File: src/hw/io_expander_pkg.sv
// Purpose: Shared constants for the I/O expander pin control logic
// Assumes: 20 MHz system clock, eight 8-bit ports
// Notes: Clock source divisors are derived from the system clock rate
package io_expander_pkg;
	localparam int          NPORT            = 8;
	localparam logic [7:0]  ADDR_INPUT       = 8'h00;
	localparam logic [7:0]  ADDR_OUTPUT      = 8'h08;
	localparam logic [7:0]  ADDR_INT_STATUS  = 8'h10;
	localparam logic [7:0]  ADDR_PORT_SELECT = 8'h18;
	localparam logic [7:0]  ADDR_INT_MASK    = 8'h19;
	localparam logic [7:0]  ADDR_SELECT_PWM  = 8'h1a;
	localparam logic [7:0]  ADDR_PWM_SELECT  = 8'h28;
	localparam logic [7:0]  ADDR_PWM_CONFIG  = 8'h29;
	localparam logic [7:0]  ADDR_PWM_PERIOD  = 8'h2a;
	localparam logic [7:0]  ADDR_PWM_WIDTH   = 8'h2b;
	localparam logic [7:0]  ADDR_PROG_DIV    = 8'h2c;
	localparam logic [7:0]  ADDR_FEATURE_EN  = 8'h2d;
	localparam logic [7:0]  RST_OUTPUT       = 8'hff;
	localparam logic [7:0]  RST_INT_MASK     = 8'hff;
	localparam logic [7:0]  RST_SELECT_PWM   = 8'h00;
	localparam logic [7:0]  RST_PERIOD       = 8'hff;
	localparam logic [7:0]  RST_WIDTH        = 8'h80;
	localparam logic [7:0]  RST_PROG_DIV     = 8'hff;
	localparam logic [7:0]  RST_FEATURE_EN   = 8'h00;
	localparam int          EN_EEPROM_BIT    = 0;
	localparam int          EN_WRITE_BLK_BIT = 1;
	localparam int          EN_READONLY_BIT  = 2;
	typedef enum logic [2:0] {
		SRC_32K  = 3'h0,
		SRC_24M  = 3'h1,
		SRC_1M5  = 3'h2,
		SRC_93K  = 3'h3,
		SRC_PROG = 3'h4,
		SRC_PREV = 3'h5
	} clk_src_e;
	localparam clk_src_e    RST_PWM_SRC      = SRC_32K;
	localparam int          CLK_HZ           = 20_000_000;
	localparam int          F_32K_HZ         = 32_000;
	localparam int          F_24M_HZ         = 24_000_000;
	localparam int          F_1M5_HZ         = 1_500_000;
	localparam int          F_93K_HZ         = 93_750;
	localparam int          DIV_W            = 10;
	function automatic int div_of(input int f);
		return (CLK_HZ / f < 1) ? 1 : CLK_HZ / f;
	endfunction : div_of
	localparam int          DIV_32K          = div_of(F_32K_HZ);
	localparam int          DIV_24M          = div_of(F_24M_HZ);
	localparam int          DIV_1M5          = div_of(F_1M5_HZ);
	localparam int          DIV_93K          = div_of(F_93K_HZ);
endpackage : io_expander_pkg

File: src/hw/pwm_channel.sv
// Purpose: One 8-bit PWM generator
// Assumes: tick is a one-cycle enable at the selected source rate
// Notes: Output is active while the count is below the width
`timescale 1ns/1ps
module pwm_channel (
	input  wire logic       mclk,
	input  wire logic       sys_rst,
	input  wire logic       tick,
	input  wire logic [7:0] period,
	input  wire logic [7:0] width,
	output logic            pwm_out
);
	typedef struct packed {
		logic [7:0] cnt;
		logic       out;
	} state_s;
	state_s st;
	state_s next_st;
	logic [8:0] inc;

	always_comb begin
		next_st = st;
		inc = {1'b0, st.cnt} + 9'h001;
		if (tick) begin
			if (inc >= {1'b0, period}) begin // [RULE15] [RULE19]
				next_st.cnt = 8'h00;
			end else begin
				next_st.cnt = inc[7:0];
			end
		end
		next_st.out = next_st.cnt < width; // [RULE16] [RULE19]
	end

	always_ff @(posedge mclk) begin
		if (sys_rst) begin
			st <= '0;
		end else begin
			st <= next_st;
		end
	end

	assign pwm_out = st.out;
endmodule : pwm_channel

File: src/hw/addr_chain_decode.sv
// Purpose: Decodes the device address from the address pin chain
// Assumes: Pull strength of each pin is presented as a level input
// Notes: Captured once in the first cycle after reset release
`timescale 1ns/1ps
module addr_chain_decode (
	input  wire logic       mclk,
	input  wire logic       sys_rst,
	input  wire logic       addr_bit_zero_pin,
	input  wire logic       addr_bit_zero_strong,
	input  wire logic [5:0] extended_addr_pins,
	input  wire logic [5:0] extended_addr_strong,
	output logic [6:0]      dev_addr,
	output logic [5:0]      addr_pin_used,
	output logic            addr_valid
);
	typedef struct packed {
		logic       captured;
		logic [6:0] addr;
		logic [5:0] used;
	} state_s;
	state_s st;
	state_s next_st;
	logic   reach;

	always_comb begin
		next_st = st;
		reach = 1'b0;
		if (!st.captured) begin // [RULE20]
			next_st.captured = 1'b1;
			next_st.addr[0] = addr_bit_zero_pin; // [RULE1]
			reach = !addr_bit_zero_strong; // [RULE1] [RULE2]
			for (int k = 0; k < 6; k++) begin
				next_st.used[k] = reach; // [RULE3]
				next_st.addr[k + 1] = reach & extended_addr_pins[k];
				reach = reach & !extended_addr_strong[k]; // [RULE2] [RULE3]
			end
		end
	end

	always_ff @(posedge mclk) begin
		if (sys_rst) begin
			st <= '0;
		end else begin
			st <= next_st;
		end
	end

	assign dev_addr      = st.addr;
	assign addr_pin_used = st.used;
	assign addr_valid    = st.captured;
endmodule : addr_chain_decode

File: src/hw/io_expander_pin_control.sv
// Purpose: Pin control of an I/O expander: ports, interrupts, PWMs, write block
// Assumes: Register strobes come from the serial slave; pins synchronous to mclk
// Notes: Full reset from sys_rst or the external reset pin
// Functional notes
// RULE1 - First address pin always used; strong ends chain
// RULE2 - Weak pull extends address chain to next pin
// RULE3 - Chain ends at strong pin; later pins GPIO
// RULE4 - Unmasked GPIO change raises interrupt output
// RULE5 - Unmasked slow-source PWM change raises interrupt
// RULE6 - Reading status register drops its interrupt
// RULE7 - Write-block pin sampled at each write request
// RULE8 - Pin ignored if EEPROM disabled or read-only
// RULE9 - Blocked pin refuses every EEPROM command
// RULE10 - Enable register bit 1 enables write block
// RULE11 - External reset pin high fully resets device
// RULE12 - Four/eight/sixteen PWMs; select bit makes pin PWM
// RULE13 - Six selectable clock sources per PWM
// RULE14 - PWM source defaults to 32 kHz
// RULE15 - Output period equals period times clock period
// RULE16 - Width over period gives duty; software bounds width
// RULE17 - Pin state: output bit AND PWM when selected
// RULE18 - Status bit on change; cleared by its read
// RULE19 - Eight-bit counter wraps at period, compare width
// RULE20 - Address configuration latched once after reset
`timescale 1ns/1ps
module io_expander_pin_control #(
	parameter int NPWM = 16
) (
	input  wire logic        mclk,
	input  wire logic        sys_rst,
	input  wire logic        external_reset_pin,
	input  wire logic [7:0]  reg_addr,
	input  wire logic [7:0]  reg_wdata,
	input  wire logic        reg_wr,
	input  wire logic        reg_rd,
	output logic [7:0]       reg_rdata,
	output logic             reg_rvalid,
	input  wire logic [63:0] pin_in,
	output logic [63:0]      pin_drive,
	output logic             int_out,
	input  wire logic        eeprom_write_block_pin,
	input  wire logic        ee_op_req,
	output logic             ee_op_grant,
	output logic             ee_op_refuse,
	input  wire logic        addr_bit_zero_pin,
	input  wire logic        addr_bit_zero_strong,
	input  wire logic [5:0]  extended_addr_pins,
	input  wire logic [5:0]  extended_addr_strong,
	output logic [6:0]       dev_addr,
	output logic [5:0]       addr_pin_used,
	output logic             addr_valid
);
	localparam int NPORT = io_expander_pkg::NPORT;
	localparam int NPIN  = NPORT * 8;
	localparam int CH_W  = (NPWM > 1) ? $clog2(NPWM) : 1;
	localparam int DW    = io_expander_pkg::DIV_W;

	typedef struct packed {
		logic [NPORT-1:0][7:0]                 out_port;
		logic [NPORT-1:0][7:0]                 int_status;
		logic [NPORT-1:0][7:0]                 int_mask;
		logic [NPORT-1:0][7:0]                 sel_pwm;
		logic [NPORT-1:0]                      int_pend;
		logic [2:0]                            port_sel;
		logic [CH_W-1:0]                       pwm_sel;
		logic [NPWM-1:0][2:0]                  pwm_src;
		logic [NPWM-1:0][7:0]                  pwm_period;
		logic [NPWM-1:0][7:0]                  pwm_width;
		logic [7:0]                            prog_div;
		logic [7:0]                            feature_enable;
		logic [NPIN-1:0]                       pin_last;
		logic [NPWM-1:0]                       pwm_last;
		logic [NPIN-1:0]                       drive;
		logic [3:0][DW-1:0]                    div_cnt;
		logic [7:0]                            prog_cnt;
		logic [3:0]                            ticks;
		logic                                  t_prog;
		logic [7:0]                            rdata;
		logic                                  rvalid;
		logic                                  grant;
		logic                                  refuse;
	} state_s;

	state_s          st;
	state_s          next_st;
	logic            rst;
	logic [NPWM-1:0] pwm_out;
	logic [NPWM-1:0] pwm_tick;
	logic [NPIN-1:0] pwm_chg;
	logic [NPIN-1:0] slow_chg;
	logic [NPIN-1:0] status_set;
	logic [NPIN-1:0] int_set;
	logic            blocked;
	logic [2:0]      bank_idx;

	// Tick counter step; returns tick flag above the next count
	function automatic logic [DW:0] div_step(input logic [DW-1:0] cnt,
			input logic [DW-1:0] top, input logic en);
		if (!en) begin
			return {1'b0, cnt};
		end else if (cnt >= top) begin
			return {1'b1, {DW{1'b0}}};
		end else begin
			return {1'b0, DW'(cnt + 1'b1)};
		end
	endfunction : div_step

	// PWM channel that serves a pin
	function automatic int chan_of(input int pin);
		return pin % NPWM;
	endfunction : chan_of

	assign rst = sys_rst | external_reset_pin; // [RULE11]

	addr_chain_decode u_addr (
		.mclk                 (mclk),
		.sys_rst              (rst),
		.addr_bit_zero_pin    (addr_bit_zero_pin),
		.addr_bit_zero_strong (addr_bit_zero_strong),
		.extended_addr_pins   (extended_addr_pins),
		.extended_addr_strong (extended_addr_strong),
		.dev_addr             (dev_addr),
		.addr_pin_used        (addr_pin_used),
		.addr_valid           (addr_valid)
	);

	// Clock source selection per channel
	always_comb begin
		for (int c = 0; c < NPWM; c++) begin
			case (io_expander_pkg::clk_src_e'(st.pwm_src[c])) // [RULE13]
				io_expander_pkg::SRC_32K:  pwm_tick[c] = st.ticks[0];
				io_expander_pkg::SRC_24M:  pwm_tick[c] = st.ticks[1];
				io_expander_pkg::SRC_1M5:  pwm_tick[c] = st.ticks[2];
				io_expander_pkg::SRC_93K:  pwm_tick[c] = st.ticks[3];
				io_expander_pkg::SRC_PROG: pwm_tick[c] = st.t_prog;
				io_expander_pkg::SRC_PREV: begin
					pwm_tick[c] = pwm_out[(c + NPWM - 1) % NPWM] &
						!st.pwm_last[(c + NPWM - 1) % NPWM];
				end
				default:                   pwm_tick[c] = st.ticks[0];
			endcase
		end
	end

	for (genvar g = 0; g < NPWM; g++) begin : g_pwm // [RULE12]
		pwm_channel u_pwm (
			.mclk    (mclk),
			.sys_rst (rst),
			.tick    (pwm_tick[g]),
			.period  (st.pwm_period[g]),
			.width   (st.pwm_width[g]),
			.pwm_out (pwm_out[g])
		);
	end

	// Change events per pin
	always_comb begin
		for (int i = 0; i < NPIN; i++) begin
			pwm_chg[i] = st.sel_pwm[i / 8][i % 8] &
				(pwm_out[chan_of(i)] ^ st.pwm_last[chan_of(i)]);
			slow_chg[i] = pwm_chg[i] &
				(st.pwm_src[chan_of(i)] == io_expander_pkg::SRC_PROG); // [RULE5]
		end
		status_set = (pin_in ^ st.pin_last) | pwm_chg; // [RULE18]
		int_set = ((pin_in ^ st.pin_last) | slow_chg) & ~st.int_mask; // [RULE4] [RULE5]
	end

	assign blocked = st.feature_enable[io_expander_pkg::EN_WRITE_BLK_BIT] & // [RULE10]
		st.feature_enable[io_expander_pkg::EN_EEPROM_BIT] &
		!st.feature_enable[io_expander_pkg::EN_READONLY_BIT] & // [RULE8]
		eeprom_write_block_pin; // [RULE7]
	assign bank_idx = reg_addr[2:0];

	always_comb begin
		logic [DW:0] step;
		logic [7:0]  pdiv;
		next_st = st;
		step = '0;
		pdiv = 8'h00;
		// Source dividers
		step = div_step(st.div_cnt[0], DW'(io_expander_pkg::DIV_32K - 1), 1'b1);
		next_st.div_cnt[0] = step[DW-1:0];
		next_st.ticks[0] = step[DW];
		step = div_step(st.div_cnt[1], DW'(io_expander_pkg::DIV_24M - 1), 1'b1);
		next_st.div_cnt[1] = step[DW-1:0];
		next_st.ticks[1] = step[DW];
		step = div_step(st.div_cnt[2], DW'(io_expander_pkg::DIV_1M5 - 1), 1'b1);
		next_st.div_cnt[2] = step[DW-1:0];
		next_st.ticks[2] = step[DW];
		step = div_step(st.div_cnt[3], DW'(io_expander_pkg::DIV_93K - 1), 1'b1);
		next_st.div_cnt[3] = step[DW-1:0];
		next_st.ticks[3] = step[DW];
		pdiv = (st.prog_div == 8'h00) ? 8'h00 : st.prog_div - 8'h01;
		step = div_step({{(DW-8){1'b0}}, st.prog_cnt}, {{(DW-8){1'b0}}, pdiv},
			st.ticks[3]);
		next_st.prog_cnt = step[7:0];
		next_st.t_prog = step[DW];
		// Pin history and drive
		next_st.pin_last = pin_in;
		next_st.pwm_last = pwm_out;
		for (int i = 0; i < NPIN; i++) begin
			next_st.drive[i] = st.out_port[i / 8][i % 8] &
				(!st.sel_pwm[i / 8][i % 8] | pwm_out[chan_of(i)]); // [RULE17]
		end
		// EEPROM command gating
		next_st.grant = ee_op_req & !blocked; // [RULE7]
		next_st.refuse = ee_op_req & blocked; // [RULE9]
		// Register read
		next_st.rvalid = reg_rd;
		next_st.rdata = st.rdata;
		if (reg_rd) begin
			next_st.rdata = 8'h00;
			case (reg_addr[7:3])
				5'h00: next_st.rdata = pin_in[bank_idx * 8 +: 8];
				5'h01: next_st.rdata = st.out_port[bank_idx];
				5'h02: begin
					next_st.rdata = st.int_status[bank_idx];
					next_st.int_status[bank_idx] = 8'h00; // [RULE18]
					next_st.int_pend[bank_idx] = 1'b0; // [RULE6]
				end
				default: begin
					case (reg_addr)
						io_expander_pkg::ADDR_PORT_SELECT: next_st.rdata = {5'h00, st.port_sel};
						io_expander_pkg::ADDR_INT_MASK:    next_st.rdata = st.int_mask[st.port_sel];
						io_expander_pkg::ADDR_SELECT_PWM:  next_st.rdata = st.sel_pwm[st.port_sel];
						io_expander_pkg::ADDR_PWM_SELECT:  next_st.rdata = 8'(st.pwm_sel);
						io_expander_pkg::ADDR_PWM_CONFIG:  next_st.rdata = {5'h00, st.pwm_src[st.pwm_sel]};
						io_expander_pkg::ADDR_PWM_PERIOD:  next_st.rdata = st.pwm_period[st.pwm_sel];
						io_expander_pkg::ADDR_PWM_WIDTH:   next_st.rdata = st.pwm_width[st.pwm_sel];
						io_expander_pkg::ADDR_PROG_DIV:    next_st.rdata = st.prog_div;
						io_expander_pkg::ADDR_FEATURE_EN:  next_st.rdata = st.feature_enable;
						default:                           next_st.rdata = 8'h00;
					endcase
				end
			endcase
		end
		// Register write
		if (reg_wr) begin
			if (reg_addr[7:3] == 5'h01) begin
				next_st.out_port[bank_idx] = reg_wdata;
			end
			case (reg_addr)
				io_expander_pkg::ADDR_PORT_SELECT: next_st.port_sel = reg_wdata[2:0];
				io_expander_pkg::ADDR_INT_MASK:    next_st.int_mask[st.port_sel] = reg_wdata;
				io_expander_pkg::ADDR_SELECT_PWM:  next_st.sel_pwm[st.port_sel] = reg_wdata; // [RULE12]
				io_expander_pkg::ADDR_PWM_SELECT:  next_st.pwm_sel = reg_wdata[CH_W-1:0];
				io_expander_pkg::ADDR_PWM_CONFIG:  next_st.pwm_src[st.pwm_sel] = reg_wdata[2:0]; // [RULE13]
				io_expander_pkg::ADDR_PWM_PERIOD:  next_st.pwm_period[st.pwm_sel] = reg_wdata; // [RULE15]
				io_expander_pkg::ADDR_PWM_WIDTH:   next_st.pwm_width[st.pwm_sel] = reg_wdata; // [RULE16]
				io_expander_pkg::ADDR_PROG_DIV:    next_st.prog_div = reg_wdata;
				io_expander_pkg::ADDR_FEATURE_EN:  next_st.feature_enable = reg_wdata; // [RULE10]
				default: begin
				end
			endcase
		end
		// Events win over a clear in the same cycle
		for (int p = 0; p < NPORT; p++) begin
			next_st.int_status[p] = next_st.int_status[p] | status_set[p * 8 +: 8]; // [RULE18]
			next_st.int_pend[p] = next_st.int_pend[p] | (|int_set[p * 8 +: 8]); // [RULE4] [RULE5]
		end
	end

	always_ff @(posedge mclk) begin
		if (rst) begin // [RULE11]
			st <= '0;
			for (int p = 0; p < NPORT; p++) begin
				st.out_port[p] <= io_expander_pkg::RST_OUTPUT;
				st.int_mask[p] <= io_expander_pkg::RST_INT_MASK;
				st.sel_pwm[p]  <= io_expander_pkg::RST_SELECT_PWM;
			end
			for (int c = 0; c < NPWM; c++) begin
				st.pwm_src[c]    <= io_expander_pkg::RST_PWM_SRC; // [RULE14]
				st.pwm_period[c] <= io_expander_pkg::RST_PERIOD;
				st.pwm_width[c]  <= io_expander_pkg::RST_WIDTH;
			end
			st.prog_div       <= io_expander_pkg::RST_PROG_DIV;
			st.feature_enable <= io_expander_pkg::RST_FEATURE_EN;
			st.pin_last       <= pin_in; // [RULE18]
		end else begin
			st <= next_st;
		end
	end

	assign int_out      = |st.int_pend; // [RULE6]
	assign pin_drive    = st.drive;
	assign reg_rdata    = st.rdata;
	assign reg_rvalid   = st.rvalid;
	assign ee_op_grant  = st.grant;
	assign ee_op_refuse = st.refuse;
endmodule : io_expander_pin_control

File: config.mk
export PLATFORM = sky130hd
export DESIGN_NAME = io_expander_pin_control
export DESIGN_NICKNAME = d
export VERILOG_FILES = /design/src/hw/io_expander_pkg.sv /design/src/hw/pwm_channel.sv /design/src/hw/addr_chain_decode.sv /design/src/hw/io_expander_pin_control.sv
export SDC_FILE = /design/constraint.sdc
export NUM_CORES = 2
export LEC_CHECK = 0
export ABC_AREA = 1
export BUFFER_PORTS_ARGS = -buffer_cell sky130_fd_sc_hd__buf_2
export CORE_MARGIN = 2
export CORE_UTILIZATION = 45
export CTS_CLUSTER_SIZE = 12
export DETAILED_ROUTE_END_ITERATION = 8
export GPL_ROUTABILITY_DRIVEN = 0
export MAX_ROUTING_LAYER = met4
export REMOVE_ABC_BUFFERS = 1
export SYNTH_ARGS = -nofsm -noshare
export SYNTH_HDL_FRONTEND = slang
export SYNTH_SLANG_ARGS = --single-unit
export TNS_END_PERCENT = 30
File: constraint.sdc
create_clock -name mclk -period 2.6 [get_ports mclk]
set_input_delay 0.52 -clock mclk [delete_from_list [all_inputs] [get_ports mclk]]
set_output_delay 0.52 -clock mclk [all_outputs]
set_load 0.01 [all_outputs]
==> metrics.txt <==
final instance area 61300 sq um; share of cells above drive strength 1 0.210; max-cap violations 0; pwr dens 516 nW/um^2; nets@finish 7549; multi-input logic area 27000 sq um; logic gate share of total power 0.063; status finished, violations left; critical path class register to register; Final Instance Count excl. Fillers 8633; Routed WL per cell 22.6 um; initial drt markers 5607; Reg power frac 0.468; overall power 31.6 mW; critical path peak fanout 7; die footprint 109000 sq um; Async SR Flop Fraction 0; pre-CTS setup slack -290 ps; WP data required 3260 ps; Clk pwr share 0.469; Main synth FF type dfxtp_1; DR pass1 iterations 7; first-pass GRT wire length 281 mm; Max rail drop VDD 0.630 mV; GRT Residual Overflow 0; placed cell area 54100 sq um; worst r2r src g_pwm[9].u_pwm.st[1]; vias in the first global route 44798; Tcrit/Tclk final 1.11; Int Pwr 23.8 mW; final slew viol count 0; Setup-failing EPs final 16; worst skew pair latency 730 ps; Leakage 27.9 nW; Ys Warns 0; gr usage total 0.353; area leader, netlist dfxtp_1; Initial Util 0.455; setup TNS -1300 ps; share of the synthesized area in the top cell type 0.394; routed vias/inst 5.69; Setup WS post-layout -282 ps; Synth area leaders dfxtp_1 (39%), nand2_1 (9.4%), ha_1 (7.5%), a21oi_1 (6.8%), inv_1 (6.5%); most common cell in the synthesized netlist nand2_1; Routed WL 195 mm; endpoints failing hold 0; Port Buf Inserts 189; fmax 0.347 GHz; fill count 9510; Slew HR 0.413; Root Driver clkbuf_16; Sw Pwr 7.87 mW; largest net degree at the start of global routing 105; capture point of the worst path g_pwm[9].u_pwm.pwm_out; # IOs 191; CP startpoint g_pwm[9].u_pwm.st[1]; overall via count from detail_route 49136; #FFs+latches synth 946; placed cells 8336; clock sink count 946; Setup crit start kind register; post-route ant nets 0; Chip Height 331 um; post-synthesis sequential area ratio 0.394; Yosys cell types 51; CTS tree yes; Die W 331 um; CTS H-tree lvls 3; Core Footprint 106000 sq um; worst slew pin tran 879 ps; CTS clock-pin slew for the worst setup and hold paths 60 ps; register area 19000 sq um; crit path DAT 3550 ps; r2r worst-path depth 16; violated checks negative setup slack; r2r endpoint g_pwm[9].u_pwm.pwm_out; Residual DRC 0; area of the mapped netlist 48100 sq um; Area growth syn-to-layout 27.6%; Hold WC Path Type input pin to register; EDFF count, synth 0; initial antenna violation count 4; R2R setup slack -280 ps; hold slack 29.7 ps; Mapped Cells 6534; dpl hpwl 141 mm; Final Core Density 0.581; Crit. End Element register; Worst Skew 59.4 ps; CTS buffer count 103; row count 119; Avg Inst Size Synth 7.36 sq um; Period minus WS final 2880 ps; RSZ-0062 raised after global routing true; Clock Path Buffers 3; most frequent cells after synthesis nand2_1 (1210), dfxtp_1 (946), inv_1 (827); switching share of total power 0.249
-- layout make-up --
class / instances / share of cell area
multi-input combinational: 4384 / 0.440
sequential: 946 / 0.310
timing repair buffer: 882 / 0.113
inverter: 843 / 0.0527
clock buffer: 155 / 0.0496
tap: 1391 / 0.0284
clock inverter: 27 / 0.00547
antenna: 5 / 0.000204
-- cell usage in the layout, fill, tap and decap left out, types with 22 or more instances in the layout --
| cell | synthesis | final |
|---|---|---|
| buf_12 | 0 | 47 |
| o22ai_1 | 180 | 180 |
| xor2_2 | 0 | 22 |
| ha_4 | 0 | 68 |
| nand2_4 | 0 | 23 |
| nand3_2 | 0 | 50 |
| clkbuf_8 | 0 | 25 |
| clkbuf_16 | 0 | 104 |
| dfxtp_1 | 946 | 900 |
| a22oi_1 | 28 | 28 |
| clkbuf_1 | 232 | 26 |
| nor2_2 | 44 | 67 |
| inv_1 | 827 | 790 |
| nor3_1 | 38 | 29 |
| xnor2_1 | 50 | 47 |
| nand2_2 | 1 | 85 |
| ha_1 | 288 | 216 |
| buf_2 | 49 | 188 |
| o211ai_1 | 300 | 300 |
| dfxtp_2 | 0 | 30 |
| a21oi_1 | 656 | 617 |
| inv_2 | 13 | 34 |
| nand4_1 | 60 | 60 |
| a31oi_1 | 28 | 25 |
| a211oi_1 | 41 | 41 |
| buf_4 | 72 | 576 |
| nor2_1 | 430 | 398 |
| o21ai_0 | 471 | 470 |
| dlygate4sd3_1 | 0 | 62 |
| nand3_4 | 0 | 45 |
| xor2_1 | 111 | 86 |
| o2111ai_1 | 23 | 23 |
| nand3_1 | 318 | 223 |
| a21oi_2 | 0 | 39 |
| nand2_1 | 1210 | 1103 |
-- logic make-up (layout without fill, tap and decap cells) --
logic type | Yosys count | after routing | synth area share
adder cells (fa/ha/maj) | 288 | 288 | 0.0749
AND/OR/NAND/NOR | 2143 | 2143 | 0.185
other | 1 | 13 | 0.0000780
buffers and inverters | 1211 | 1907 | 0.102
XOR/XNOR | 161 | 161 | 0.0293
AO/OA/AOI/OAI | 1784 | 1784 | 0.215
flip-flops | 946 | 946 | 0.394
-- power groups by stage --
stage          combinational [mW]  sequential (mW)  clock, mW
2_1_floorplan               0.746             15.1          0
3_3_place_gp                 1.82             15.1          0
3_5_place_dp                 1.82             15.1          0
4_1_cts                      1.91             14.8       15.0
5_1_grt                      2.06             14.8       15.5
6_report                     1.99             14.8       14.9
-- registers in the layout (all words and copies together) (netlist names) --
name                  count
ee_op_grant               1
ee_op_refuse              1
g_pwm.u_pwm.pwm_out      16
g_pwm.u_pwm.st          128
pin_drive                64
reg_rdata                 8
reg_rvalid                1
st                      714
u_addr.addr_pin_used      6
u_addr.dev_addr           7
-- per-layer routing --
| metal | up-vias | track usage | routed length [um] |
|---|---|---|---|
| met5 | - | - | 0 |
| met1 | 22789 | 0.438 | 77300 |
| met3 | 656 | 0.0671 | 17900 |
| li1 | 23205 | - | - |
| met4 | 0 | 0.233 | 15500 |
| met2 | 2486 | 0.523 | 84200 |
-- worst min path at each step --
stage                                     start            endpoint  slack, ps  cells past startpoint
after floorplan                          st[54]              st[54]        420                      1
after global placement                   st[54]              st[54]        430                      1
after detailed placement                st[215]             st[215]        450                      2
after CTS                            pin_in[18]             st[162]          6                      1
after global routing                  pin_in[2]             st[146]         10                      1
final                     extended_addr_pins[4]  u_addr.dev_addr[5]         30                      3
-- critical path, cell delays in order (launching register included) --
cell	delay (ps)
dfxtp_4	370
ha_4	140
nand2_2	80
nor3_2	340
xor2_2	240
ha_1	280
a21oi_1	140
nand2_1	80
nand2_2	70
nand2_2	60
clkinv_4	130
nand3_4	90
nand2_4	110
ha_4	210
a21oi_1	190
o211ai_1	150
a21oi_2	120
-- repair_timing --
action                     CTS  global route
resized for setup          171           452
hold endpoints to repair    62             0
hold buffers                62             0
setup endpoints to repair   16            25
pin swaps                   63           157
setup buffers               22            26
Power figures use the tool's default switching activity.
